[config.mk]
export PLATFORM = sky130hd
export DESIGN_NAME = psel_event_led
export DESIGN_NICKNAME = d
export VERILOG_FILES = /design/src/verilog/psel_pkg.sv /design/src/verilog/psel_led_if.sv /design/src/verilog/psel_led_drive.sv /design/src/verilog/psel_event_led.sv
export VERILOG_INCLUDE_DIRS = /design/src /design/src/verilog
export SDC_FILE = /design/constraint.sdc
export NUM_CORES = 1
export LEC_CHECK = 0
export BUFFER_PORTS_ARGS = -buffer_cell sky130_fd_sc_hd__buf_2
export CELL_PAD_IN_SITES_DETAIL_PLACEMENT = 1
export CELL_PAD_IN_SITES_GLOBAL_PLACEMENT = 1
export CORE_MARGIN = 2
export CORE_UTILIZATION = 45
export DETAILED_ROUTE_END_ITERATION = 10
export PLACE_DENSITY = 0.8
export SYNTH_ARGS = -nofsm -noshare
export SYNTH_HDL_FRONTEND = slang
export SYNTH_SLANG_ARGS = --single-unit
[constraint.sdc]
create_clock -name sys_clk_in -period 2.3 [get_ports sys_clk_in]
set_input_delay 0.23 -clock sys_clk_in [delete_from_list [all_inputs] [get_ports sys_clk_in]]
set_output_delay 0.23 -clock sys_clk_in [all_outputs]
set_load 0.02 [all_outputs]
[src/verilog/psel_defs.svh]
// register offsets, field positions, reset values, selector codes and timing for the
// phy status event and indicator select block.
// assumes: included by bare name from the package and from the psel_led_drive and psel_event_led modules.
`ifndef PSEL_DEFS_SVH
`define PSEL_DEFS_SVH

// register offsets on the management register port
`define PSEL_REG_MASK 5'h12
`define PSEL_REG_FLAGS 5'h13
`define PSEL_REG_LED 5'h14

// event field positions inside the mask and flag registers
`define PSEL_EV_LSB 4
`define PSEL_EV_MSB 7
`define PSEL_EV_AN 3
`define PSEL_EV_SPEED 2
`define PSEL_EV_DUPLEX 1
`define PSEL_EV_LINK 0

// indicator select register fields
`define PSEL_SEL1_MSB 15
`define PSEL_SEL1_LSB 12
`define PSEL_SEL2_MSB 11
`define PSEL_SEL2_LSB 8
`define PSEL_STRETCH_BIT 1

// reset values
`define PSEL_MASK_RST 4'h0
`define PSEL_FLAGS_RST 4'h0
`define PSEL_SEL1_RST 4'h0
`define PSEL_SEL2_RST 4'h4
`define PSEL_STRETCH_RST 1'b1

// selector codes
`define PSEL_C_SPEED 4'h0
`define PSEL_C_TX 4'h1
`define PSEL_C_RX 4'h2
`define PSEL_C_COL 4'h3
`define PSEL_C_LINK 4'h4
`define PSEL_C_DUPLEX 4'h5
`define PSEL_C_UNUSED 4'h6
`define PSEL_C_ACT 4'h7
`define PSEL_C_ON 4'h8
`define PSEL_C_OFF 4'h9
`define PSEL_C_FAST 4'ha
`define PSEL_C_SLOW 4'hb
`define PSEL_C_LINK_RX 4'hc
`define PSEL_C_COMB_D 4'hd
`define PSEL_C_COMB_E 4'he

// activity source index
`define PSEL_A_TX 0
`define PSEL_A_RX 1
`define PSEL_A_COL 2
`define PSEL_A_ANY 3

// timing
`define PSEL_CLK_PERIOD_NS 10
`define PSEL_TICK_PERIOD_NS 1000000
`define PSEL_TICK_CYCLES (`PSEL_TICK_PERIOD_NS / `PSEL_CLK_PERIOD_NS)
`define PSEL_STRETCH_MS 30
`define PSEL_FAST_HALF_MS 50
`define PSEL_SLOW_HALF_MS 250

`endif

[src/verilog/psel_pkg.sv]
// state types of the phy status event and indicator select block.
// assumes: psel_defs.svh is on the include path.
`include "psel_defs.svh"

package psel_pkg;

    typedef struct packed {
        logic [3:0] mask;
        logic [3:0] flags;
        logic [3:0] sel1;
        logic [3:0] sel2;
        logic stretch_en;
        logic [3:0] prev;
        logic [15:0] rdata;
        logic rvalid;
        logic [16:0] tick_cnt;
        logic tick;
        logic [3:0][7:0] str_cnt;
        logic [7:0] fast_cnt;
        logic [8:0] slow_cnt;
        logic fast_ph;
        logic slow_ph;
        logic irq;
    } psel_state_t;

    typedef struct packed {
        logic led;
    } psel_led_state_t;

endpackage

[src/verilog/psel_led_if.sv]
// indicator sources shared by the event block and its indicator drivers.
// assumes: one source, any number of sinks, all on sys_clk_in.
`timescale 1ns/100ps
`default_nettype none

interface psel_led_if;
    logic link;
    logic duplex;
    logic speed;
    logic [3:0] raw;
    logic [3:0] stretched;
    logic fast_blink;
    logic slow_blink;
    logic stretch_en;

    modport src (
        output link,
        output duplex,
        output speed,
        output raw,
        output stretched,
        output fast_blink,
        output slow_blink,
        output stretch_en
    );

    modport sink (
        input link,
        input duplex,
        input speed,
        input raw,
        input stretched,
        input fast_blink,
        input slow_blink,
        input stretch_en
    );
endinterface

`default_nettype wire

[src/verilog/psel_led_drive.sv]
// one indicator driver: maps a 4-bit selector code onto a registered led level.
// assumes: sources arrive through psel_led_if on the same clock.
`timescale 1ns/100ps
`default_nettype none
`include "psel_defs.svh"

module psel_led_drive
    import psel_pkg::*;
#(
    parameter bit SECOND = 1'b0
) (
    input wire logic sys_clk_in,
    input wire logic rst_b_in,
    psel_led_if.sink src,
    input wire logic [3:0] sel_in,
    output logic led_out
);

    psel_led_state_t st;
    psel_led_state_t next_st;
    logic [3:0] shown;

    ////////////////////////////////////////////////////////////////////////////
    always_comb begin
        next_st = st;
        // stretch enable only governs the single-source activity codes
        shown = src.stretch_en ? src.stretched : src.raw;
        case (sel_in)
            `PSEL_C_SPEED: next_st.led = src.speed;
            `PSEL_C_TX: next_st.led = shown[`PSEL_A_TX];
            `PSEL_C_RX: next_st.led = shown[`PSEL_A_RX];
            `PSEL_C_COL: next_st.led = shown[`PSEL_A_COL];
            `PSEL_C_LINK: next_st.led = src.link;
            `PSEL_C_DUPLEX: next_st.led = src.duplex;
            `PSEL_C_ACT: next_st.led = shown[`PSEL_A_ANY];
            `PSEL_C_ON: next_st.led = 1'b1;
            `PSEL_C_OFF: next_st.led = 1'b0;
            `PSEL_C_FAST: next_st.led = src.fast_blink;
            `PSEL_C_SLOW: next_st.led = src.slow_blink;
            `PSEL_C_LINK_RX: begin
                next_st.led = src.link ^ (src.stretched[`PSEL_A_RX] & src.fast_blink);
            end
            `PSEL_C_COMB_D: begin
                if (SECOND) begin
                    // activity blinks the led whether the link is up or down
                    next_st.led = src.link ^ (src.stretched[`PSEL_A_ANY] & src.fast_blink);
                end else begin
                    next_st.led = src.duplex ^ (src.stretched[`PSEL_A_COL] & src.fast_blink);
                end
            end
            `PSEL_C_COMB_E: begin
                if (SECOND) begin
                    next_st.led = src.duplex ^ (src.stretched[`PSEL_A_COL] & src.fast_blink);
                end else begin
                    next_st.led = 1'b0;
                end
            end
            default: next_st.led = 1'b0; // unassigned codes keep the led dark
        endcase
    end

    always_ff @(posedge sys_clk_in) begin
        if (!rst_b_in) begin
            st <= '0;
        end else begin
            st <= next_st;
        end
    end

    assign led_out = st.led;

endmodule

`default_nettype wire

[src/verilog/psel_event_led.sv]
// status-change event flags, interrupt mask and indicator source selection.
// assumes: the management frame decoder presents single-cycle register reads and
// writes on reg_*; phy status inputs are synchronous to sys_clk_in.
//
// How it works
// - autoneg done interrupts only when mask 18.7
// - speed change interrupts only when mask 18.6
// - duplex change interrupts only when mask 18.5
// - link change interrupts only when mask 18.4
// - 19.7 reports autoneg completion, cleared by read
// - 19.6 latches speed change until register read
// - 19.5 latches duplex change until register read
// - 19.4 latches link change until register read
// - first selector resets speed; link, duplex codes
// - transmit, receive, collision, activity codes are stretched
// - test codes: on, off, fast, slow blink
// - code 1100: link solid, receive blinks
// - first 1101: full duplex solid, collision blinks
// - combined codes always stretched, ignore enable bit
// - second selector resets to link status
// - second 1101: link solid, activity blinks
// - activity toggles led regardless of link
`timescale 1ns/100ps
`default_nettype none
`include "psel_defs.svh"

module psel_event_led
    import psel_pkg::*;
#(
    parameter int TICK_CYCLES = `PSEL_TICK_CYCLES,
    parameter int STRETCH_MS = `PSEL_STRETCH_MS,
    parameter int FAST_HALF_MS = `PSEL_FAST_HALF_MS,
    parameter int SLOW_HALF_MS = `PSEL_SLOW_HALF_MS
) (
    input wire logic sys_clk_in,
    input wire logic rst_b_in,
    input wire logic [4:0] reg_addr_in,
    input wire logic reg_wr_in,
    input wire logic reg_rd_in,
    input wire logic [15:0] reg_wdata_in,
    output logic [15:0] reg_rdata_out,
    output logic reg_rvalid_out,
    input wire logic speed_100_in,
    input wire logic full_duplex_in,
    input wire logic link_up_in,
    input wire logic autoneg_done_in,
    input wire logic tx_active_in,
    input wire logic rx_active_in,
    input wire logic collision_in,
    output logic irq_out,
    output logic [1:0] led_out
);

    psel_state_t st;
    psel_state_t next_st;
    logic [3:0] events;
    logic [3:0] raw_act;
    logic [3:0] status_now;
    logic flags_read;
    logic wr_mask;
    logic wr_led;
    logic [3:0][7:0] str_next;
    logic [3:0] stretched;

    psel_led_if ind ();

    ////////////////////////////////////////////////////////////////////////////
    // event detection
    assign status_now = {autoneg_done_in, speed_100_in, full_duplex_in, link_up_in};
    assign raw_act = {tx_active_in | rx_active_in, collision_in, rx_active_in, tx_active_in};

    always_comb begin
        events = '0;
        // completion latches on the rising edge only
        events[`PSEL_EV_AN] = status_now[`PSEL_EV_AN] & ~st.prev[`PSEL_EV_AN];
        events[`PSEL_EV_SPEED] = status_now[`PSEL_EV_SPEED] ^ st.prev[`PSEL_EV_SPEED];
        events[`PSEL_EV_DUPLEX] = status_now[`PSEL_EV_DUPLEX] ^ st.prev[`PSEL_EV_DUPLEX];
        events[`PSEL_EV_LINK] = status_now[`PSEL_EV_LINK] ^ st.prev[`PSEL_EV_LINK];
    end

    assign flags_read = reg_rd_in && (reg_addr_in == `PSEL_REG_FLAGS);
    assign wr_mask = reg_wr_in && (reg_addr_in == `PSEL_REG_MASK);
    assign wr_led = reg_wr_in && (reg_addr_in == `PSEL_REG_LED);

    ////////////////////////////////////////////////////////////////////////////
    // next state
    always_comb begin
        next_st = st;
        next_st.prev = status_now;

        // a read clears the flags, but an event in the same cycle survives it
        next_st.flags = (st.flags & ~{4{flags_read}}) | events;

        if (wr_mask) begin
            // unused mask bits are not stored and read back as zero
            next_st.mask = reg_wdata_in[`PSEL_EV_MSB:`PSEL_EV_LSB];
        end
        if (wr_led) begin
            next_st.sel1 = reg_wdata_in[`PSEL_SEL1_MSB:`PSEL_SEL1_LSB];
            next_st.sel2 = reg_wdata_in[`PSEL_SEL2_MSB:`PSEL_SEL2_LSB];
            next_st.stretch_en = reg_wdata_in[`PSEL_STRETCH_BIT];
        end

        // read data holds its value until the next read
        next_st.rvalid = reg_rd_in;
        if (reg_rd_in) begin
            case (reg_addr_in)
                `PSEL_REG_MASK: begin
                    next_st.rdata = {8'h00, st.mask, 4'h0};
                end
                `PSEL_REG_FLAGS: begin
                    // returns the flags as they were before this read cleared them
                    next_st.rdata = {8'h00, st.flags, 4'h0};
                end
                `PSEL_REG_LED: begin
                    next_st.rdata = {st.sel1, st.sel2, 6'h00, st.stretch_en, 1'b0};
                end
                default: next_st.rdata = 16'h0000;
            endcase
        end

        // millisecond tick from the core clock
        if (st.tick_cnt == 17'(TICK_CYCLES - 1)) begin
            next_st.tick_cnt = '0;
            next_st.tick = 1'b1;
        end else begin
            next_st.tick_cnt = st.tick_cnt + 17'h00001;
            next_st.tick = 1'b0;
        end

        next_st.str_cnt = str_next;

        // blink generators for test and combined codes
        if (st.tick) begin
            if (st.fast_cnt >= 8'(FAST_HALF_MS - 1)) begin
                next_st.fast_cnt = '0;
                next_st.fast_ph = ~st.fast_ph;
            end else begin
                next_st.fast_cnt = st.fast_cnt + 8'h01;
            end
            if (st.slow_cnt >= 9'(SLOW_HALF_MS - 1)) begin
                next_st.slow_cnt = '0;
                next_st.slow_ph = ~st.slow_ph;
            end else begin
                next_st.slow_cnt = st.slow_cnt + 9'h001;
            end
        end

        // request follows the flags after this cycle's set and clear
        next_st.irq = |(next_st.flags & next_st.mask);
    end

    ////////////////////////////////////////////////////////////////////////////
    // state register
    always_ff @(posedge sys_clk_in) begin
        if (!rst_b_in) begin
            st <= '0;
            st.mask <= `PSEL_MASK_RST;
            st.flags <= `PSEL_FLAGS_RST;
            st.sel1 <= `PSEL_SEL1_RST;
            st.sel2 <= `PSEL_SEL2_RST;
            st.stretch_en <= `PSEL_STRETCH_RST;
        end else begin
            st <= next_st;
        end
    end

    ////////////////////////////////////////////////////////////////////////////
    // indicator sources
    // activity stretchers: any activity restarts the hold time, ticks run it down
    genvar a;
    generate
        for (a = 0; a < 4; a++) begin : gen_stretch
            assign str_next[a] = raw_act[a] ? 8'(STRETCH_MS) :
                (st.tick && (st.str_cnt[a] != 8'h00)) ? st.str_cnt[a] - 8'h01 :
                st.str_cnt[a];
            assign stretched[a] = raw_act[a] | (st.str_cnt[a] != 8'h00);
        end
    endgenerate

    assign ind.stretched = stretched;

    assign ind.link = link_up_in;
    assign ind.duplex = full_duplex_in;
    assign ind.speed = speed_100_in;
    assign ind.raw = raw_act;
    assign ind.fast_blink = st.fast_ph;
    assign ind.slow_blink = st.slow_ph;
    assign ind.stretch_en = st.stretch_en;

    // code 0110 is never expected; the drivers keep the led dark on it
    genvar g;
    generate
        for (g = 0; g < 2; g++) begin : gen_led
            psel_led_drive #(
                .SECOND(g == 1)
            ) u_drive (
                .sys_clk_in(sys_clk_in),
                .rst_b_in(rst_b_in),
                .src(ind),
                .sel_in((g == 0) ? st.sel1 : st.sel2),
                .led_out(led_out[g])
            );
        end
    endgenerate

    assign reg_rdata_out = st.rdata;
    assign reg_rvalid_out = st.rvalid;
    assign irq_out = st.irq;

endmodule

`default_nettype wire

---- Word level (Yosys, flattened, before mapping) ----
Cells that the tools add are included.
word-level totals
  register bits after elaboration ......... 110
  input bits .............................. 32
  output and inout port bits .............. 20
  word-level logic and storage cells ...... 125
cells by class
  $add $sub $neg .......................... 7
  $lt $le $gt $ge ......................... 2
  equality and inequality tests ........... 27
  multiplexer cells ....................... 16
  bitwise operators ....................... 23
  reductions and logical operators ........ 25
operators with widths
  operator                                                               number
  16-bit case mux with 3 select lines                                    1
  4-bit == test, second input constant                                   11
  5-bit 2-to-1 mux                                                       8
  8-bit nonzero test                                                     4
  8-bit by 1-bit subtractor with 8-bit output, second input constant     4
  4-bit by 3-bit == test with 1-bit output, second input constant        6
  17-bit by 1-bit adder with 17-bit output, second input constant        1
  17-bit == test, second input constant                                  1
  4-bit by 2-bit == test with 1-bit output, second input constant        4
  5-bit == test, second input constant                                   3
  1-bit case mux with 13 select lines                                    1
  1-bit case mux with 12 select lines                                    1
  2-bit OR reduction                                                     5
  9-bit by 1-bit adder with 9-bit output, second input constant          1
  9-bit by 8-bit >= comparator with 1-bit output, second input constant  1
  9-bit 2-to-1 mux                                                       1
  8-bit by 1-bit adder with 8-bit output, second input constant          1
  4-bit AND                                                              2
  4-bit by 1-bit == test with 1-bit output, second input constant        2
  8-bit by 6-bit >= comparator with 1-bit output, second input constant  1
  4-bit logical NOT                                                      2
  4-bit 2-to-1 mux                                                       2
  8-bit 2-to-1 mux                                                       1
  2-bit nonzero test                                                     4
  10 further kinds                                                       32

---- Longest topological paths before layout ----
Gate-level depths: netlist (run 1).
  word-level depth ........................ 7
  mapped depth ............................ 7
  depth with buffers taken out ............ 7

---- Hierarchy ----
From an unflattened synthesis (run 1), not the netlist that was laid out.
unflattened totals
  cell total of the unflattened synthesis .. 582
  area, all modules ....................... 5346.4 sq um
by module, submodules not included
  module                                instances  cells an instance  area an instance (sq um)  sequential area each (sq um)
  psel_event_led                        1          520                4852.2                    2102.0
  psel_led_drive at gen_led[1].u_drive  1          33                 265.3                     20.0
  psel_led_drive at gen_led[0].u_drive  1          29                 229.0                     20.0

---- Worst setup path before layout (run 1) ----
No wires, ideal clock.
  path kind ............................... reg2reg
  from .................................... reg st[13] (netlist name)
  to ...................................... reg st[12] (netlist name)
  setup time .............................. 0.065 ns
  arrival time ............................ 1.822 ns
  data required time ...................... 2.235 ns
  setup slack ............................. 0.413 ns
  stages on the path, launching flop included .. 8
  path buffers ............................ 0
  clock period less this slack ............ 1.887 ns
  cells stage by stage .................... dfxtp_1 inv_1 ha_1 or4b_2 a311o_1 nand2_1 nand2_1 nor2_1
on the way
  cells in the longest elaborated chain, start to end .. 2
ends and longest elaborated chain
  element                                         RTL line               source
  from (decl)                                     psel_event_led.sv:54   psel_state_t st;
  from (signal assigned)                          psel_event_led.sv:164  st <= next_st;
  8-bit by 6-bit >= comparator with 1-bit output  psel_event_led.sv:135  if (st.fast_cnt >= 8'(FAST_HALF_MS - 1)) begin
  8-bit 2-to-1 mux                                psel_event_led.sv:135
Every way passes these cells.
A chain may end at the register's enable or synchronous reset.

---- Worst setup path after layout (run 1) ----
  from .................................... reg st[13] (netlist name)
  to ...................................... reg st[17] (netlist name)
on the way
  cells in the longest elaborated chain, start to end .. 2
  elaborated cells on any way between the ends .. 3
  those cells by class .................... add/sub: 1; order compare: 1; mux: 1
ends and longest elaborated chain
  element                                                                                                   RTL line
  8-bit by 1-bit adder with 8-bit output or 8-bit by 6-bit >= comparator with 1-bit output (tied branches)  psel_event_led.sv:139, psel_event_led.sv:135
  8-bit 2-to-1 mux (*)                                                                                      psel_event_led.sv:135
Every way passes the cells marked *; elsewhere a longest branch is shown, timed or not.

==> results by group, run 1 <==
Global route
  – GRT overflow: 0
  – Total Routing Usage GR: 21.6%
  – GR Layer Usage met1: about 25%
  – Largest net degree at the start of global routing: 34
  – Vias in the first global route: 4326
  – GR Util met3: 4.59%
  – Grt met2 use: 39.7%
  – First-pass GRT wire length: 20.5 mm
  – Gr busiest metal: met2
  – Initial antenna violation count: 0

Critical path
  – Family with the most delay on the worst path: simple AND/OR/NAND/NOR gates
  – CP max FO: 6
  – Max incr delay on CP: 620 ps
  – CP dominant cell by count: nand2_1
  – Crit path kind: flip-flop to flip-flop
  – R2R Setup Slk: 190 ps
  – CP cell instances: inv_1 > ha_1 > or4b_2 > a311o_1 > nand2_1 > nand2_1 > nor2_1
  – Crit end category: flip-flop
  – CP Launch Point: st[13]
  – Critical R2R Launch: st[13]
  – WP buf/inv: 1
  – CP max-delay cell: or4b_2
  – Worst Path Arrival: 2410 ps
  – Setup crit start kind: flip-flop
  – Req. time, crit path: 2600 ps

Timing
  – Setup TNS: 0 ps
  – Pins over their slew limit: 0
  – Clock Skews: 7.19 ps
  – Hold Fails Final Rpt: 0
  – Period minus WS final: between 2000 and 2500 ps
  – Final Cycle Share: 91.7%
  – Endpoints failing setup: 0
  – RSZ-0062 raised after global routing: false
  – Fmax: 474 MHz
  – Post-route setup slack: ~190 ps
  – Slew HR: 52.3%
  – Worst-Margin Slew: 710 ps

Final layout
  – Fin nets: 650
  – Synth-to-layout area growth: 11.2%
  – # diodes: 0
  – Layout cells sized above 1: 13.0%
  – Fill count: around 1300
  – Most common cell after layout, fill and taps aside: dfxtp_1
  – Most frequent cells in the layout: dfxtp_1, nor2_1, buf_2
  – Final core utilization: 51.5%
  – Non-filler cells, final: 750
  – Design area: 5630 µm²

Synth
  – Post-synth ARST share: 0%
  – Sequential share of the synthesized area: 42.3%
  – Main flop type after synthesis: dfxtp_1
  – Post-synth EDFFs: 0
  – Synth cell types: 56
  – Synthesized cell area: 5070 µm²
  – Yosys reg bits: 107
  – Synth Warn #: 0
  – Syn Area/Cell: ~8.7 µm²
  – Mapped Cells: 580

Worst hold path
  – Worst Hold Class: input port to flip-flop
  – Hold path startpoint: autoneg_done_in

Die
  – DIE WIDTH: 110 µm
  – Ports: 52
  – Core area: 10900 µm²
  – Die height: approximately 110 µm
  – Cell Rows: 38
  – Starting Density: 46.3%
  – Die Area: about 12000 µm²

Clocking
  – CTS max path bufs: 2
  – CTS tree: done
  – Cts repair resizes: 0
  – Hold Buf Count CTS: 0
  – Postcts setup bufs: 0
  – Clock root cell: clkbuf_16
  – Clk slew on worst S/H paths: 80 ps
  – Worst skew pair latency: 370 ps
  – H-tree depth: 3
  – Clock tree sinks: 107
  – CTS buffer count: 9

Route
  – Number of nets still failing antenna checks after routing: 0
  – Starting DRT DRC Count: 200
  – Via count: just over 4000
  – DR pass1 iterations: 4
  – DRC: 0
  – Drt via density: 5.47
  – Post-DR wirelength/cell: 16.4 µm
  – Routed WL: 12.3 mm

Placed design
  – DPL Wire Length: 8.68 mm
  – DP Worst Slack: 206 ps
  – Gp weighted congestion: about 0.85
  – Dpl cell area: ~5300 µm²
  – Placed cells: 734
  – IO buf count: 45

Power
  – Leak pwr: 2.16 nW
  – Worst VDD drop: 433 µV
  – Power per cell area: ~680 nW/µm²

Run status
  – Status: completed

Run
  – Max-Cap Viols: 0
worst reg2reg max path: stages, from the launching register on:
cell and delay (ps):
dfxtp_1 380, inv_1 80, ha_1 180, or4b_2 620, a311o_1 390, nand2_1 100, nand2_1 150, nor2_1 150
final timing paths:
kind                            cells past startpoint      to
worst min register to register                      1  st[11]
worst max register to register                      7  st[17]
worst max-delay path                                7  st[17]
worst min-delay path                                2  st[90]
cell type report:
type	count	area (µm²)	share of cell area, %
sequential	107	2140	38.0
clock inverter	7	83.8	1.49
clock buffer	9	225	4.00
timing repair buffer	53	298	5.29
inverter	25	93.8	1.67
multi-input combinational	409	2620	46.4
tap	140	175	3.11
where the power goes:
part	internal (mW)	switching, mW	total, mW
clock network	0.864	0.765	1.63
registers	1.89	0.0381	1.93
logic	0.0972	0.154	0.251
total	2.85	0.957	3.81
kinds of logic (layout without fill, tap and decap cells):
logic type	Yosys count	after routing	synth area share, %
compound gates	88	88	11.9
xor+xnor	58	58	10.0
fa+ha+maj	13	13	3.21
buf+inv	66	94	6.27
flops	107	107	42.3
mux	20	20	3.95
other cells	1	3	0.0740
simple gates	227	227	22.3
per-stage QoR:
stage                     hold WS [ps]  power [mW]
after floorplan                    351        2.13
after global placement             442        2.20
after detailed placement           457        2.22
after CTS                         81.5        3.83
after global routing              99.5        3.95
final                             77.3        3.81
state kept, by name (all words and copies together), names as in the netlist:
| signal | flops |
|---|---|
| gen_led.u_drive.led_out | 2 |
| ind.stretch_en | 1 |
| ind.slow_blink | 1 |
| st | 87 |
| ind.fast_blink | 1 |
| reg_rdata_out | 13 |
| irq_out | 1 |
| reg_rvalid_out | 1 |
per-layer routing:
metal,vias up,part of all wire (%)
met5,-,0
met4,0,1.3
met3,11,3.9
met2,63,51
met1,2011,43
li1,2019,-
synthesized netlist by cell type (all sizes together), types with 4 or more instances:
| cell | instances | area [µm²] |
|---|---|---|
| inv | 25 | 93.8 |
| o21ai | 14 | 70.1 |
| and2 | 11 | 68.8 |
| nand4 | 12 | 75.1 |
| nor2 | 104 | 398 |
| nor3 | 9 | 45.0 |
| o2111ai | 4 | 35.0 |
| mux2i | 20 | 200 |
| nand3 | 11 | 55.1 |
| nand2 | 27 | 101 |
| or4 | 5 | 37.5 |
| nand2b | 4 | 25.0 |
| a22oi | 8 | 60.1 |
| and3 | 7 | 43.8 |
| a21oi | 22 | 110 |
| xnor2 | 28 | 245 |
| or3 | 6 | 37.5 |
| a211oi | 7 | 52.6 |
| xor2 | 30 | 263 |
| dfxtp | 107 | 2140 |
| clkbuf | 20 | 75.1 |
| a31oi | 8 | 50.1 |
| buf | 21 | 149 |
| ha | 13 | 163 |
| nor4 | 8 | 50.1 |
| nor3b | 8 | 65.1 |
Note: power is estimated with default switching activity, not from simulation.
==> run 2, diff against run 1 <==
--- a/config.mk
+++ b/config.mk
@@ -6,13 +6,13 @@
 export SDC_FILE = /design/constraint.sdc
 export NUM_CORES = 1
 export LEC_CHECK = 0
-export BUFFER_PORTS_ARGS = -buffer_cell sky130_fd_sc_hd__buf_2
 export CELL_PAD_IN_SITES_DETAIL_PLACEMENT = 1
 export CELL_PAD_IN_SITES_GLOBAL_PLACEMENT = 1
 export CORE_MARGIN = 2
-export CORE_UTILIZATION = 45
+export CORE_UTILIZATION = 48
 export DETAILED_ROUTE_END_ITERATION = 10
-export PLACE_DENSITY = 0.8
+export DONT_BUFFER_PORTS = 1
+export PLACE_DENSITY = 0.79
 export SYNTH_ARGS = -nofsm -noshare
 export SYNTH_HDL_FRONTEND = slang
 export SYNTH_SLANG_ARGS = --single-unit
==> run 2 against run 1 <==
Effect of this change:
- via count fell by 3.8%
- clock power down 33%
- maximum frequency fell by 0.56%
- utilization increased by 0.68 points
- register-to-register slack about the same
- non-clock buffer count is 37 lower
- hold slack lost 67 ps
- sequential share of layout area up 1.9 points
- combinational power decreased by 17%
- highest routed layer unchanged
==> results by group, run 2 (synthesis results as in run 1) <==
Final layout
  – Most frequent cells in the layout: dfxtp_1, nor2_1, xor2_1
  – Most common cell after layout, fill and taps aside: dfxtp_1
  – Layout cells sized above 1: about 5.6%
  – Top reg by flops: st
  – Fin nets: between 600 and 700
  – Synth-to-layout area growth: 5.85%
  – Max reg flops: 87
  – # diodes: 0

Clocking
  – Worst skew pair latency: 370 ps
  – Clock tree sinks: 107
  – H-tree depth: 3
  – CTS tree: done
  – Clock root cell: clkbuf_8
  – Clk slew on worst S/H paths: about 100 ps
  – CTS max path bufs: 2
  – CTS buffer count: 9

Power
  – Power per cell area: 604 nW/µm²
  – Leak pwr: 1.93 nW
  – Tot Pwr: 3.24 mW
  – Worst VDD drop: 411 µV

Global route
  – GRT overflow: 0
  – Largest net degree at the start of global routing: 32
  – Total Routing Usage GR: 21.0%
  – Initial antenna violation count: 0
  – First-pass GRT wire length: 19.4 mm
  – Vias in the first global route: 4104

Timing
  – Worst-Margin Slew: between 700 and 800 ps
  – Setup TNS: 0 ps
  – Endpoints failing setup: 0
  – Period minus WS final: 2120 ps
  – Pins over their slew limit: 0
  – Clock Skews: 14.7 ps
  – Hold Fails Final Rpt: 0
  – Fmax: roughly 470 MHz
  – Slew HR: 51.8%
  – Final Cycle Share: between 90 and 100%
  – RSZ-0062 raised after global routing: false

Route
  – DR pass1 iterations: 4
  – DRC: 0
  – Drt via density: 5.57
  – Post-DR wirelength/cell: 16.2 µm
  – Starting DRT DRC Count: roughly 130
  – Via count: 3946
  – Routed WL: 11.5 mm
  – Number of nets still failing antenna checks after routing: 0

Placed design
  – IO buf count: 0
  – Gp weighted congestion: between 0.7 and 0.8
  – DPL Wire Length: 8.35 mm

Die
  – Starting Density: about half
  – Core area: 10300 µm²
  – Die height: 107 µm
  – Ports: 52
  – DIE WIDTH: 107 µm
  – Die Area: ~11000 µm²
  – Cell Rows: 37

Run status
  – Status: completed

Critical path
  – Crit path kind: flip-flop to flip-flop
  – Req. time, crit path: 2600 ps
  – Crit end category: flip-flop
  – CP max FO: 6
  – Setup crit start kind: flip-flop
  – Worst Path Arrival: 2420 ps

Worst hold path
  – Worst Hold Class: input port to flip-flop

Run
  – Max-Cap Viols: 0
==> run 2: cell types whose count changed in the layout (fill, tap and decap cells not counted) <==
| cell | previous run | this run |
|---|---|---|
| dlygate4sd3_1 | 0 | 10 |
| bufinv_16 | 1 | 0 |
| inv_8 | 1 | 0 |
| buf_4 | 7 | 5 |
| buf_2 | 45 | 0 |
| clkinv_2 | 0 | 1 |
| clkbuf_8 | 0 | 10 |
| clkbuf_16 | 9 | 0 |
==> run 2: area by class of cell <==
type | count | area (µm²)
inverters | 25 | 93.8
flip-flops and latches | 107 | 2140
clock inverters | 6 | 47.5
well taps | 136 | 170
multi-input cells | 409 | 2620
repair buffers | 16 | 158
clock buffers | 10 | 138
fillers | 1248 | 4910
==> run 2: path summary, 6_finish.rpt <==
path,end,depth (start not counted),slack (ps),from
max,st[17],7,180,st[13]
max reg2reg,st[17],7,180,st[13]
min,st[37],2,10,collision_in
min reg2reg,st[53],1,470,st[53]
==> run 2: report_power, final <==
part           switching (mW)  leakage (nW)  internal, mW
Sequential             0.0432         0.871          1.89
Combinational           0.121         0.965        0.0874
Clock                   0.663        0.0933         0.434
==> run 2: worst max-delay path: stages (launching register included) <==
cell and delay [ps]:
dfxtp_1 390, inv_1 80, ha_1 170, or4b_2 620
a311o_1 370, nand2_1 110, nand2_1 170, nor2_1 140
==> run 2: metal layers <==
metal | wire [µm] | share of wire [%] | vias up | GRT usage [%]
met1 | 5250 | 46 | 1921 | 26.6
met5 | 0 | 0 | - | 0
met3 | 481 | 4.2 | 14 | 3.95
li1 | - | - | 1950 | -
met4 | 150 | 1.3 | 0 | 5.94
met2 | 5630 | 49 | 61 | 36.4
==> run 2: timing repair <==
item	in CTS	in global routing
buffers inserted	0	0
hold buffers	10	0
gates resized for setup	0	0
endpoints found under the hold margin	13	0
==> run 2: stage by stage <==
stage | worst slack (ps) | area (µm²) | std cells | hold slack (ps) | utilization [%]
4_1_cts | 175 | 5360 | 709 | 2.53 | 52.2
3_3_place_gp | 305 | 5080 | 683 | 299 | 49.4
6_report | 179 | 5360 | 709 | 10.5 | 52.2
2_1_floorplan | 413 | 5070 | 582 | 351 | -
3_5_place_dp | 198 | 5080 | 683 | 302 | 49.4
5_1_grt | 49.9 | 5360 | 709 | 18.2 | 52.2
